<file path="src/design/pis_pkg.sv">
// Shared constants of the peripheral interrupt status block.
package pis_pkg;

  // Register bus geometry.
  localparam int unsigned ADDR_W = 8;
  localparam int unsigned DATA_W = 32;
  localparam int unsigned STRB_W = DATA_W / 8;

  // Byte addresses of the registers, one aligned word each.
  localparam logic [ADDR_W-1:0] OFS_STATUS = 8'h00;
  localparam logic [ADDR_W-1:0] OFS_MASK   = 8'h04;
  localparam logic [ADDR_W-1:0] OFS_REASON = 8'h08;

  // Bit positions of the bus-state and DMA sources in the status word.
  localparam int unsigned BIT_BUS_RESET = 0;
  localparam int unsigned BIT_RESUME    = 1;
  localparam int unsigned BIT_SUSPEND   = 2;
  localparam int unsigned BIT_PSOF      = 3;
  localparam int unsigned BIT_SOF       = 4;
  localparam int unsigned BIT_DMA       = 5;

  // Endpoint n transmit sits at EP_BASE + 2n, receive at EP_BASE + 2n + 1.
  localparam int unsigned EP_BASE  = 8;
  localparam int unsigned EP_MAX   = 12;
  localparam int unsigned EP_COUNT = 8;

  // Width of the DMA cause register.
  localparam int unsigned DMA_REASON_W = 16;

  // Reset values.
  localparam logic [DATA_W-1:0] STATUS_RST = 32'h0000_0000;
  localparam logic [DATA_W-1:0] MASK_RST   = 32'hffff_ffff;

  // Register selector produced by the address decoder.
  typedef enum logic [1:0] {
    PIS_SEL_STATUS,
    PIS_SEL_MASK,
    PIS_SEL_REASON,
    PIS_SEL_NONE
  } pis_sel_t;

  // Response codes of the register bus.
  localparam logic [1:0] RESP_OKAY   = 2'h0;
  localparam logic [1:0] RESP_SLVERR = 2'h2;

endpackage : pis_pkg

</file>
<file path="src/design/pis_irq_status.sv">
// Added by the designer: the AXI4-Lite register port and the address map.
`timescale 1ns/1ps

module pis_irq_status #(
  parameter int unsigned NUM_EP = pis_pkg::EP_COUNT
) (
  input  wire logic                              CLK,
  input  wire logic                              RESET,
  input  wire logic                              AWVALID,
  output logic                                   AWREADY,
  input  wire logic [pis_pkg::ADDR_W-1:0]        AWADDR,
  input  wire logic                              WVALID,
  output logic                                   WREADY,
  input  wire logic [pis_pkg::DATA_W-1:0]        WDATA,
  input  wire logic [pis_pkg::STRB_W-1:0]        WSTRB,
  output logic                                   BVALID,
  input  wire logic                              BREADY,
  output logic [1:0]                             BRESP,
  input  wire logic                              ARVALID,
  output logic                                   ARREADY,
  input  wire logic [pis_pkg::ADDR_W-1:0]        ARADDR,
  output logic                                   RVALID,
  input  wire logic                              RREADY,
  output logic [pis_pkg::DATA_W-1:0]             RDATA,
  output logic [1:0]                             RRESP,
  input  wire logic [NUM_EP-1:0]                 EP_TX_EVT,
  input  wire logic [NUM_EP-1:0]                 EP_RX_EVT,
  input  wire logic                              BUS_RESET_EVT,
  input  wire logic                              RESUME_EVT,
  input  wire logic                              SUSPEND_EVT,
  input  wire logic                              PSOF_EVT,
  input  wire logic                              SOF_EVT,
  input  wire logic [pis_pkg::DMA_REASON_W-1:0]  DMA_REASON_EVT,
  output logic                                   INT
);

  localparam int unsigned AW = pis_pkg::ADDR_W;
  localparam int unsigned DW = pis_pkg::DATA_W;
  localparam int unsigned SW = pis_pkg::STRB_W;
  localparam int unsigned RW = pis_pkg::DMA_REASON_W;

  // The block keeps three registers, each one aligned 32-bit word.
  // The status word is sticky: an event sets its bit and only a written one clears it.
  // The mask word has the same layout and decides which set bits reach INT.
  // The DMA cause word holds the individual DMA causes behind the summary bit.
  // Reserved positions of status and mask read as zero and ignore writes.
  // Endpoint positions above NUM_EP are reserved as well.
  // The cause word uses only its low RW bits; the upper bits read as zero.

  // Bus timing as the master sees it.
  // A write needs both halves, which may arrive in either order.
  // The response rises two cycles after the later half has been taken.
  // Both write ready lines stay low from their take until the response is accepted.
  // This allows one write at a time, which keeps the two-step DMA clear in order.
  // A read answers in the cycle after its address, with the value held before.
  // The read ready line stays low until the read data has been accepted.
  // Reads have no side effects, so polling the status word is always safe.
  // Unmapped addresses give an error response, no register change and zero data.
  // The error response is the only way software learns of a bad address.

  // Event inputs are pulses from logic on this clock, so they need no synchronisers.
  // A held event level sets its bit again every cycle, so a clear cannot win meanwhile.
  // INT is registered, so it follows a setting event or a clear by exactly one cycle.
  // Several events in one cycle all land, since each owns its own bit.

  // Limitations a user must know.
  // Byte strobes apply to clears as well, so a partial write clears only its lanes.
  // The status word cannot be set by software; there is no test-set path.
  // A DMA cause arriving between the two clearing writes keeps the summary bit set.
  // That is wanted, since software sees the new cause on its next read.
  // The mask only gates INT; masked sources still record in the status word.
  // A read in the cycle of a committing write returns the value before the write.

  // All state of the block in one word.
  typedef struct packed {
    // Write address channel.
    logic          aw_rdy;
    logic          aw_got;
    logic [AW-1:0] aw_addr;
    // Write data channel and write response.
    logic          w_rdy;
    logic          w_got;
    logic [DW-1:0] w_data;
    logic [SW-1:0] w_strb;
    logic          b_vld;
    logic [1:0]    b_resp;
    // Read address and read data channels.
    logic          ar_rdy;
    logic          r_vld;
    logic [DW-1:0] r_data;
    logic [1:0]    r_resp;
    // Software-visible registers and the registered interrupt line.
    logic [DW-1:0] status;
    logic [DW-1:0] mask;
    logic [RW-1:0] reason;
    logic          irq;
  } pis_state_t;

  pis_state_t st_ff;
  pis_state_t nxt_st;

  // Decodes a bus address into a register selector; used for reads and writes.
  // Only whole aligned words match, so any other address falls to the error answer.
  function automatic pis_pkg::pis_sel_t pis_decode(input logic [AW-1:0] addr);
    pis_pkg::pis_sel_t sel;
    case (addr)
      pis_pkg::OFS_STATUS: sel = pis_pkg::PIS_SEL_STATUS;
      pis_pkg::OFS_MASK:   sel = pis_pkg::PIS_SEL_MASK;
      pis_pkg::OFS_REASON: sel = pis_pkg::PIS_SEL_REASON;
      default:             sel = pis_pkg::PIS_SEL_NONE;
    endcase
    return sel;
  endfunction : pis_decode

  // Expands byte strobes into a bit mask so partial writes touch only their lanes.
  // It serves the status clear, the mask update and the cause clear alike.
  function automatic logic [DW-1:0] pis_lanes(input logic [SW-1:0] strb);
    logic [DW-1:0] m;
    m = '0;
    for (int i = 0; i < SW; i++) begin
      m[i*8 +: 8] = {8{strb[i]}};
    end
    return m;
  endfunction : pis_lanes

  // Marks the status bits that exist; the rest are reserved and read as zero.
  // It is evaluated once at elaboration and costs no logic.
  function automatic logic [DW-1:0] pis_impl();
    logic [DW-1:0] m;
    m = '0;
    m[pis_pkg::BIT_BUS_RESET] = 1'b1;
    m[pis_pkg::BIT_RESUME]    = 1'b1;
    m[pis_pkg::BIT_SUSPEND]   = 1'b1;
    m[pis_pkg::BIT_PSOF]      = 1'b1;
    m[pis_pkg::BIT_SOF]       = 1'b1;
    m[pis_pkg::BIT_DMA]       = 1'b1;
    for (int n = 0; n < NUM_EP; n++) begin
      m[pis_pkg::EP_BASE + 2*n]     = 1'b1;
      m[pis_pkg::EP_BASE + 2*n + 1] = 1'b1;
    end
    return m;
  endfunction : pis_impl

  localparam logic [DW-1:0] IMPL_MASK = pis_impl();

  // Transmit and receive events of each endpoint, interleaved in pairs.
  logic [2*NUM_EP-1:0] ep_pair;

  // One copy of the pairing per endpoint; transmit takes the even position.
  for (genvar n = 0; n < NUM_EP; n++) begin : g_ep
    assign ep_pair[2*n]     = EP_TX_EVT[n];
    assign ep_pair[2*n + 1] = EP_RX_EVT[n];
  end

  // Working values of the register update, filled at the top of the process.
  // The flag wr_go marks the one cycle in which a held write commits.
  logic [DW-1:0]      ev_vec;
  logic [DW-1:0]      wr_bits;
  logic [DW-1:0]      st_clr;
  logic [RW-1:0]      rs_clr;
  pis_pkg::pis_sel_t  wr_sel;
  pis_pkg::pis_sel_t  rd_sel;
  logic               wr_go;

  // Next-state logic: bus handshakes, sticky status, mask and DMA cause register.
  always_comb begin
    nxt_st  = st_ff;
    ev_vec  = '0;
    st_clr  = '0;
    rs_clr  = '0;
    wr_bits = st_ff.w_data & pis_lanes(st_ff.w_strb);
    wr_sel  = pis_decode(st_ff.aw_addr);
    rd_sel  = pis_decode(ARADDR);
    wr_go   = st_ff.aw_got && st_ff.w_got && !st_ff.b_vld;

    // Bus-state events each own a bit of their own.
    ev_vec[pis_pkg::BIT_BUS_RESET] = BUS_RESET_EVT;
    ev_vec[pis_pkg::BIT_RESUME]    = RESUME_EVT;
    ev_vec[pis_pkg::BIT_SUSPEND]   = SUSPEND_EVT;
    ev_vec[pis_pkg::BIT_PSOF]      = PSOF_EVT;
    ev_vec[pis_pkg::BIT_SOF]       = SOF_EVT;
    // Every DMA cause funnels into the single summary bit.
    ev_vec[pis_pkg::BIT_DMA]       = |DMA_REASON_EVT;

    // Each endpoint reports transmit and receive on neighbouring bits.
    ev_vec[pis_pkg::EP_BASE +: 2*NUM_EP] = ep_pair;

    // Write address and write data are taken independently, in either order.
    // A taken half is held here until the write commits.
    if (AWVALID && st_ff.aw_rdy) begin
      nxt_st.aw_got  = 1'b1;
      nxt_st.aw_addr = AWADDR;
      nxt_st.aw_rdy  = 1'b0;
    end
    if (WVALID && st_ff.w_rdy) begin
      nxt_st.w_got  = 1'b1;
      nxt_st.w_data = WDATA;
      nxt_st.w_strb = WSTRB;
      nxt_st.w_rdy  = 1'b0;
    end

    // Once both halves are held, the write is carried out and answered.
    if (wr_go) begin
      nxt_st.aw_got = 1'b0;
      nxt_st.w_got  = 1'b0;
      nxt_st.b_vld  = 1'b1;
      nxt_st.b_resp = pis_pkg::RESP_OKAY;
      case (wr_sel)
        pis_pkg::PIS_SEL_STATUS: begin
          // Ones clear, zeros leave the bit alone.
          st_clr = wr_bits & IMPL_MASK;
        end
        pis_pkg::PIS_SEL_MASK: begin
          // Only enabled lanes change; reserved bits stay zero.
          nxt_st.mask = (st_ff.mask & ~pis_lanes(st_ff.w_strb))
                      | (wr_bits & IMPL_MASK);
        end
        pis_pkg::PIS_SEL_REASON: begin
          // Ones clear causes; the summary bit needs its own write afterwards.
          rs_clr = wr_bits[RW-1:0];
        end
        default: begin
          // Nothing changes; the master is told by the response code.
          nxt_st.b_resp = pis_pkg::RESP_SLVERR;
        end
      endcase
    end

    // Ready again only after the master has taken the response.
    // This is what keeps a second write out while one is still answered.
    if (st_ff.b_vld && BREADY) begin
      nxt_st.b_vld  = 1'b0;
      nxt_st.aw_rdy = 1'b1;
      nxt_st.w_rdy  = 1'b1;
    end

    // The cause register is sticky; a new cause beats a clear in the same cycle.
    nxt_st.reason = (st_ff.reason & ~rs_clr) | DMA_REASON_EVT;

    // The summary DMA bit only drops once no cause remains pending.
    // Clearing it while a cause remains would hide that cause from software.
    // A cause that arrives in the clearing cycle itself also keeps the bit.
    if (nxt_st.reason != '0) begin
      st_clr[pis_pkg::BIT_DMA] = 1'b0;
    end

    // Set wins over clear, so an event landing on a clear is never lost.
    nxt_st.status = ((st_ff.status & ~st_clr) | ev_vec) & IMPL_MASK;

    // The line follows the unmasked content; mask resets open so any set bit shows.
    // It is taken from the next state so INT moves in the same cycle as the status.
    // A cleared last source therefore drops INT as the clearing write commits.
    // Unmasking a pending source raises INT as the mask write commits.
    nxt_st.irq = |(nxt_st.status & nxt_st.mask);

    // Reads answer one cycle after the address is taken, with no side effects.
    // The read data stands unchanged until the master accepts it.
    if (ARVALID && st_ff.ar_rdy) begin
      nxt_st.ar_rdy = 1'b0;
      nxt_st.r_vld  = 1'b1;
      nxt_st.r_resp = pis_pkg::RESP_OKAY;
      case (rd_sel)
        pis_pkg::PIS_SEL_STATUS: begin
          nxt_st.r_data = st_ff.status;
        end
        pis_pkg::PIS_SEL_MASK: begin
          nxt_st.r_data = st_ff.mask;
        end
        pis_pkg::PIS_SEL_REASON: begin
          // The cause word is narrower than the bus and is padded with zeros.
          nxt_st.r_data = {{(DW-RW){1'b0}}, st_ff.reason};
        end
        default: begin
          // Zero data leaks nothing of the mapped registers.
          nxt_st.r_data = '0;
          nxt_st.r_resp = pis_pkg::RESP_SLVERR;
        end
      endcase
    end
    if (st_ff.r_vld && RREADY) begin
      nxt_st.r_vld  = 1'b0;
      nxt_st.ar_rdy = 1'b1;
    end
  end

  // State register; every field takes a constant under reset.
  // Reset leaves all channels ready, no answer pending and no source recorded.
  // The mask resets open so that any recorded source shows on INT at once.
  // A reset in mid-transfer drops that transfer; the master must start again.
  always_ff @(posedge CLK or posedge RESET) begin
    if (RESET) begin
      // Write channels ready, nothing held.
      st_ff.aw_rdy  <= 1'b1;
      st_ff.aw_got  <= 1'b0;
      st_ff.aw_addr <= '0;
      st_ff.w_rdy   <= 1'b1;
      st_ff.w_got   <= 1'b0;
      st_ff.w_data  <= '0;
      st_ff.w_strb  <= '0;

      // No write response pending.
      st_ff.b_vld   <= 1'b0;
      st_ff.b_resp  <= pis_pkg::RESP_OKAY;

      // Read channel ready, no data pending.
      st_ff.ar_rdy  <= 1'b1;
      st_ff.r_vld   <= 1'b0;
      st_ff.r_data  <= '0;
      st_ff.r_resp  <= pis_pkg::RESP_OKAY;

      // Registers cleared and the mask open.
      st_ff.status  <= pis_pkg::STATUS_RST;
      st_ff.mask    <= pis_pkg::MASK_RST & IMPL_MASK;
      st_ff.reason  <= '0;
      st_ff.irq     <= 1'b0;
    end else begin
      st_ff <= nxt_st;
    end
  end

  // Outputs come straight from the state register.
  assign AWREADY = st_ff.aw_rdy;
  assign WREADY  = st_ff.w_rdy;
  assign BVALID  = st_ff.b_vld;
  assign BRESP   = st_ff.b_resp;
  assign ARREADY = st_ff.ar_rdy;
  assign RVALID  = st_ff.r_vld;
  assign RDATA   = st_ff.r_data;
  assign RRESP   = st_ff.r_resp;
  assign INT     = st_ff.irq;

endmodule : pis_irq_status

</file>
<file path="config.mk">
export PLATFORM = sky130hd
export DESIGN_NAME = pis_irq_status
export DESIGN_NICKNAME = d
export VERILOG_FILES = /design/src/design/pis_pkg.sv /design/src/design/pis_irq_status.sv
export SDC_FILE = /design/constraint.sdc
export NUM_CORES = 1
export LEC_CHECK = 0
export ABC_CLOCK_PERIOD_IN_PS = 4550
export BUFFER_PORTS_ARGS = -buffer_cell sky130_fd_sc_hd__buf_2
export CORE_MARGIN = 2
export CORE_UTILIZATION = 30
export DETAILED_ROUTE_END_ITERATION = 12
export PLACE_DENSITY_LB_ADDON = 0.1
export SYNTH_ARGS = -nofsm -noshare
export SYNTH_HDL_FRONTEND = slang
export SYNTH_SLANG_ARGS = --single-unit
</file>
<file path="constraint.sdc">
create_clock -name CLK -period 4.55 [get_ports CLK]
set_clock_uncertainty 0.15 [all_clocks]
set_input_delay 0.91 -clock CLK [delete_from_list [all_inputs] [get_ports CLK]]
set_output_delay 0.91 -clock CLK [all_outputs]
set_load 0.01 [all_outputs]
</file>
==> flow_metrics.tcl <==
set metrics [dict create \
    syn2layout_area_growth_pct 20.2 \
    peakVddDrop_mv 0.240 \
    first_global_vias 5211 \
    max-slew-margin-rel 0.226 \
    start_kind "flop" \
    cts_root_buffer "clkbuf_16" \
    report.final.slew_viol_count 0 \
    rsz0062_at_grt "false" \
    cts_resized 0 \
    cp.arrival_ns 3.47 \
    worstSetupPathType "flop to flop" \
    ant_nets 0 \
    largest-register "st_ff" \
    slowest_delay_ns 1.05 \
    viasPerCell 5.13 \
    ys_seq_elements 148 \
    crit_buf_inv 0 \
    worstPathCellList "and4b_1 > nand3_1 > mux2_2 > a22o_1 > nor4_1 > o211ai_1" \
    setup_violations 0 \
    cp-end-kind "flop" \
    synth_top_area_cell "dfrtp_1" \
    path_clk_slew_ns 0.06 \
    p_per_area_mw_per_mm2 491 \
    place.gp.congestion 0.790 \
    clk_latency_ns 0.42 \
    fin_crit_ns 3.38 \
    drive_gt1_frac 0.395 \
    grt-ovfl-total 0 \
    grtUsageTotal 0.167 \
    drt_pass1_iterations 7 \
    cpLargestDelayFamily "simple AND/OR/NAND/NOR gates" \
    crit_path_top_delay_cell "and4b_1" \
    initial_core_util 0.307 \
    antenna_found_initial 1 \
    critical_path.max_fanout 31 \
    cts_buffer_depth 2 \
    p_leak_nw 3.64 \
    netlist_instances 578 \
    min_path_type "flop to flop" \
    synth_top_area_share 0.460 \
    ys_warn_count 0 \
    fin_cells 969 \
    hold_ws_ns 0.324 \
    htree_levels 4 \
    cts_tree "built" \
    cp.required_ns 4.64 \
    dieArea_sq_mm 0.0235 \
    layout.nets 771 \
    async_flop_share 1.00 \
    largest_register_ffs 108 \
    dp_hpwl_mm 13.7 \
    drv_cap 0 \
    die-height_um 153 \
    cts_post_setup_buffers_inserted 0 \
    fmax_ghz 0.296 \
    portBuffers 127 \
    drtIter0Drc 478 \
    die_width_um 153 \
    clkSinkCount 148 \
    ys_types 44 \
    syn_avg_cell_area_sq_um 11.6 \
    yosysMostFrequentCell "dfrtp_1" \
    wirelength_mm 19.4 \
    fin_crit_sh 0.743 \
    synth_ff_type "dfrtp_1" \
    worst_pin_slew_ns 1.16 \
    status "finished clean" \
    rows 54 \
    synth_edf_count 0 \
    core-area_sq_mm 0.0218 \
    ys_seq_area_frac 0.558 \
    io_pins 138 \
    synthTopCellsByArea "dfrtp_1 (46%), dfstp_2 (9.8%), mux2_2 (7.1%)" \
    synth.cell_area_sq_mm 0.00669 \
    setup_tns_ns 0 \
    grt_pass1_wl_mm 30.2 \
    grt_max_degree 86 \
    dp_cells 936 \
    final_hold_viol_count 0 \
    cts-buffers-inserted 17 \
    synthTopCellsByCount "dfrtp_1 (123), inv_1 (51), mux2_2 (42), buf_4 (37), or2_2 (26)" \
    vias 4967 \
    cts_hold_buf 0 \
    route.detailed.drc 0 \
    fill_cells 2185 \
    avgRoutedWirePerCell_um 20.1 \
]
==> placed cells by master (no fill, tap or decap), types with 9 or more instances in the layout <==
cell,Yosys,final
dfrtp_1,123,123
o21ai_0,20,20
a22oi_1,15,15
and2_1,13,13
a222oi_1,16,16
clkbuf_16,0,17
nand2_1,18,18
or2_2,26,26
mux2_2,42,42
a31oi_1,11,11
buf_2,8,127
dfstp_2,25,25
a21o_1,12,12
inv_1,51,50
nor2_1,11,11
o22ai_1,10,10
and4_1,10,10
nand4_1,23,23
a22o_1,9,9
buf_4,37,14
a41oi_1,19,19
==> path summary, 6_finish.rpt <==
path	start	end	slack (ns)	cells past startpoint
setup reg to reg	BVALID$_DFFE_PP0P_	INT$_DFF_PP0_	1.17	6
hold / removal	RDATA[11]$_DFFE_PP0P_	RDATA[11]$_DFFE_PP0P_	0.32	2
setup / recovery	BVALID$_DFFE_PP0P_	INT$_DFF_PP0_	1.17	6
max in group asynchronous	RESET	st_ff[29]$_DFF_PP1_	2.84	3
hold reg to reg	RDATA[11]$_DFFE_PP0P_	RDATA[11]$_DFFE_PP0P_	0.32	2
min in group asynchronous	RESET	BVALID$_DFFE_PP0P_	0.48	2
==> per-stage QoR <==
| stage | worst slack, ns | power [mW] | util | area [sq um] |
|---|---|---|---|---|
| after floorplan | 1.65 | 2.22 | - | 6700 |
| after global placement | 1.17 | 2.51 | 0.341 | 7440 |
| after detailed placement | 1.13 | 2.54 | 0.341 | 7440 |
| after CTS | 1.13 | 4.00 | 0.368 | 8040 |
| after global routing | 0.962 | 4.16 | 0.369 | 8040 |
| final | 1.17 | 3.95 | 0.369 | 8040 |
==> worst reg2reg max path, cell delays in order (launching register included) <==
cell      delay, ns
dfrtp_1        0.45
and4b_1        1.05
nand3_1        0.18
mux2_2         0.34
a22o_1         0.26
nor4_1         0.54
o211ai_1       0.24
==> layout make-up <==
cell class / count / area (sq um) / area share
repair buffers: 142 / 761 / 0.0946
multi-input cells: 315 / 2390 / 0.298
well taps: 280 / 350 / 0.0436
diodes: 1 / 2.50 / 0.000311
clock inverters: 9 / 128 / 0.0159
flip-flops and latches: 148 / 3730 / 0.464
clock buffers: 23 / 478 / 0.0594
inverters: 51 / 195 / 0.0243
==> power by group <==
group | leakage, nW | internal (mW) | total [mW] | switching [mW]
registers | 1.68 | 1.55 | 1.79 | 0.232
logic | 1.67 | 0.314 | 0.722 | 0.408
clock network | 0.289 | 0.904 | 1.44 | 0.537
==> cell families after synthesis <==
kind of cell | synth area share
DFF | 0.558
AOI/OAI and AO/OA | 0.148
and+or+nand+nor | 0.123
buffers and inverters | 0.0873
muxes | 0.0827
other | 0.000561
==> layer usage <==
layer,global-route usage,share of wire
met1,0.232,0.47
met2,0.264,0.47
met3,0.0371,0.047
met4,0.0485,0.013
met5,0,0
(Power assumes the default switching activity.)
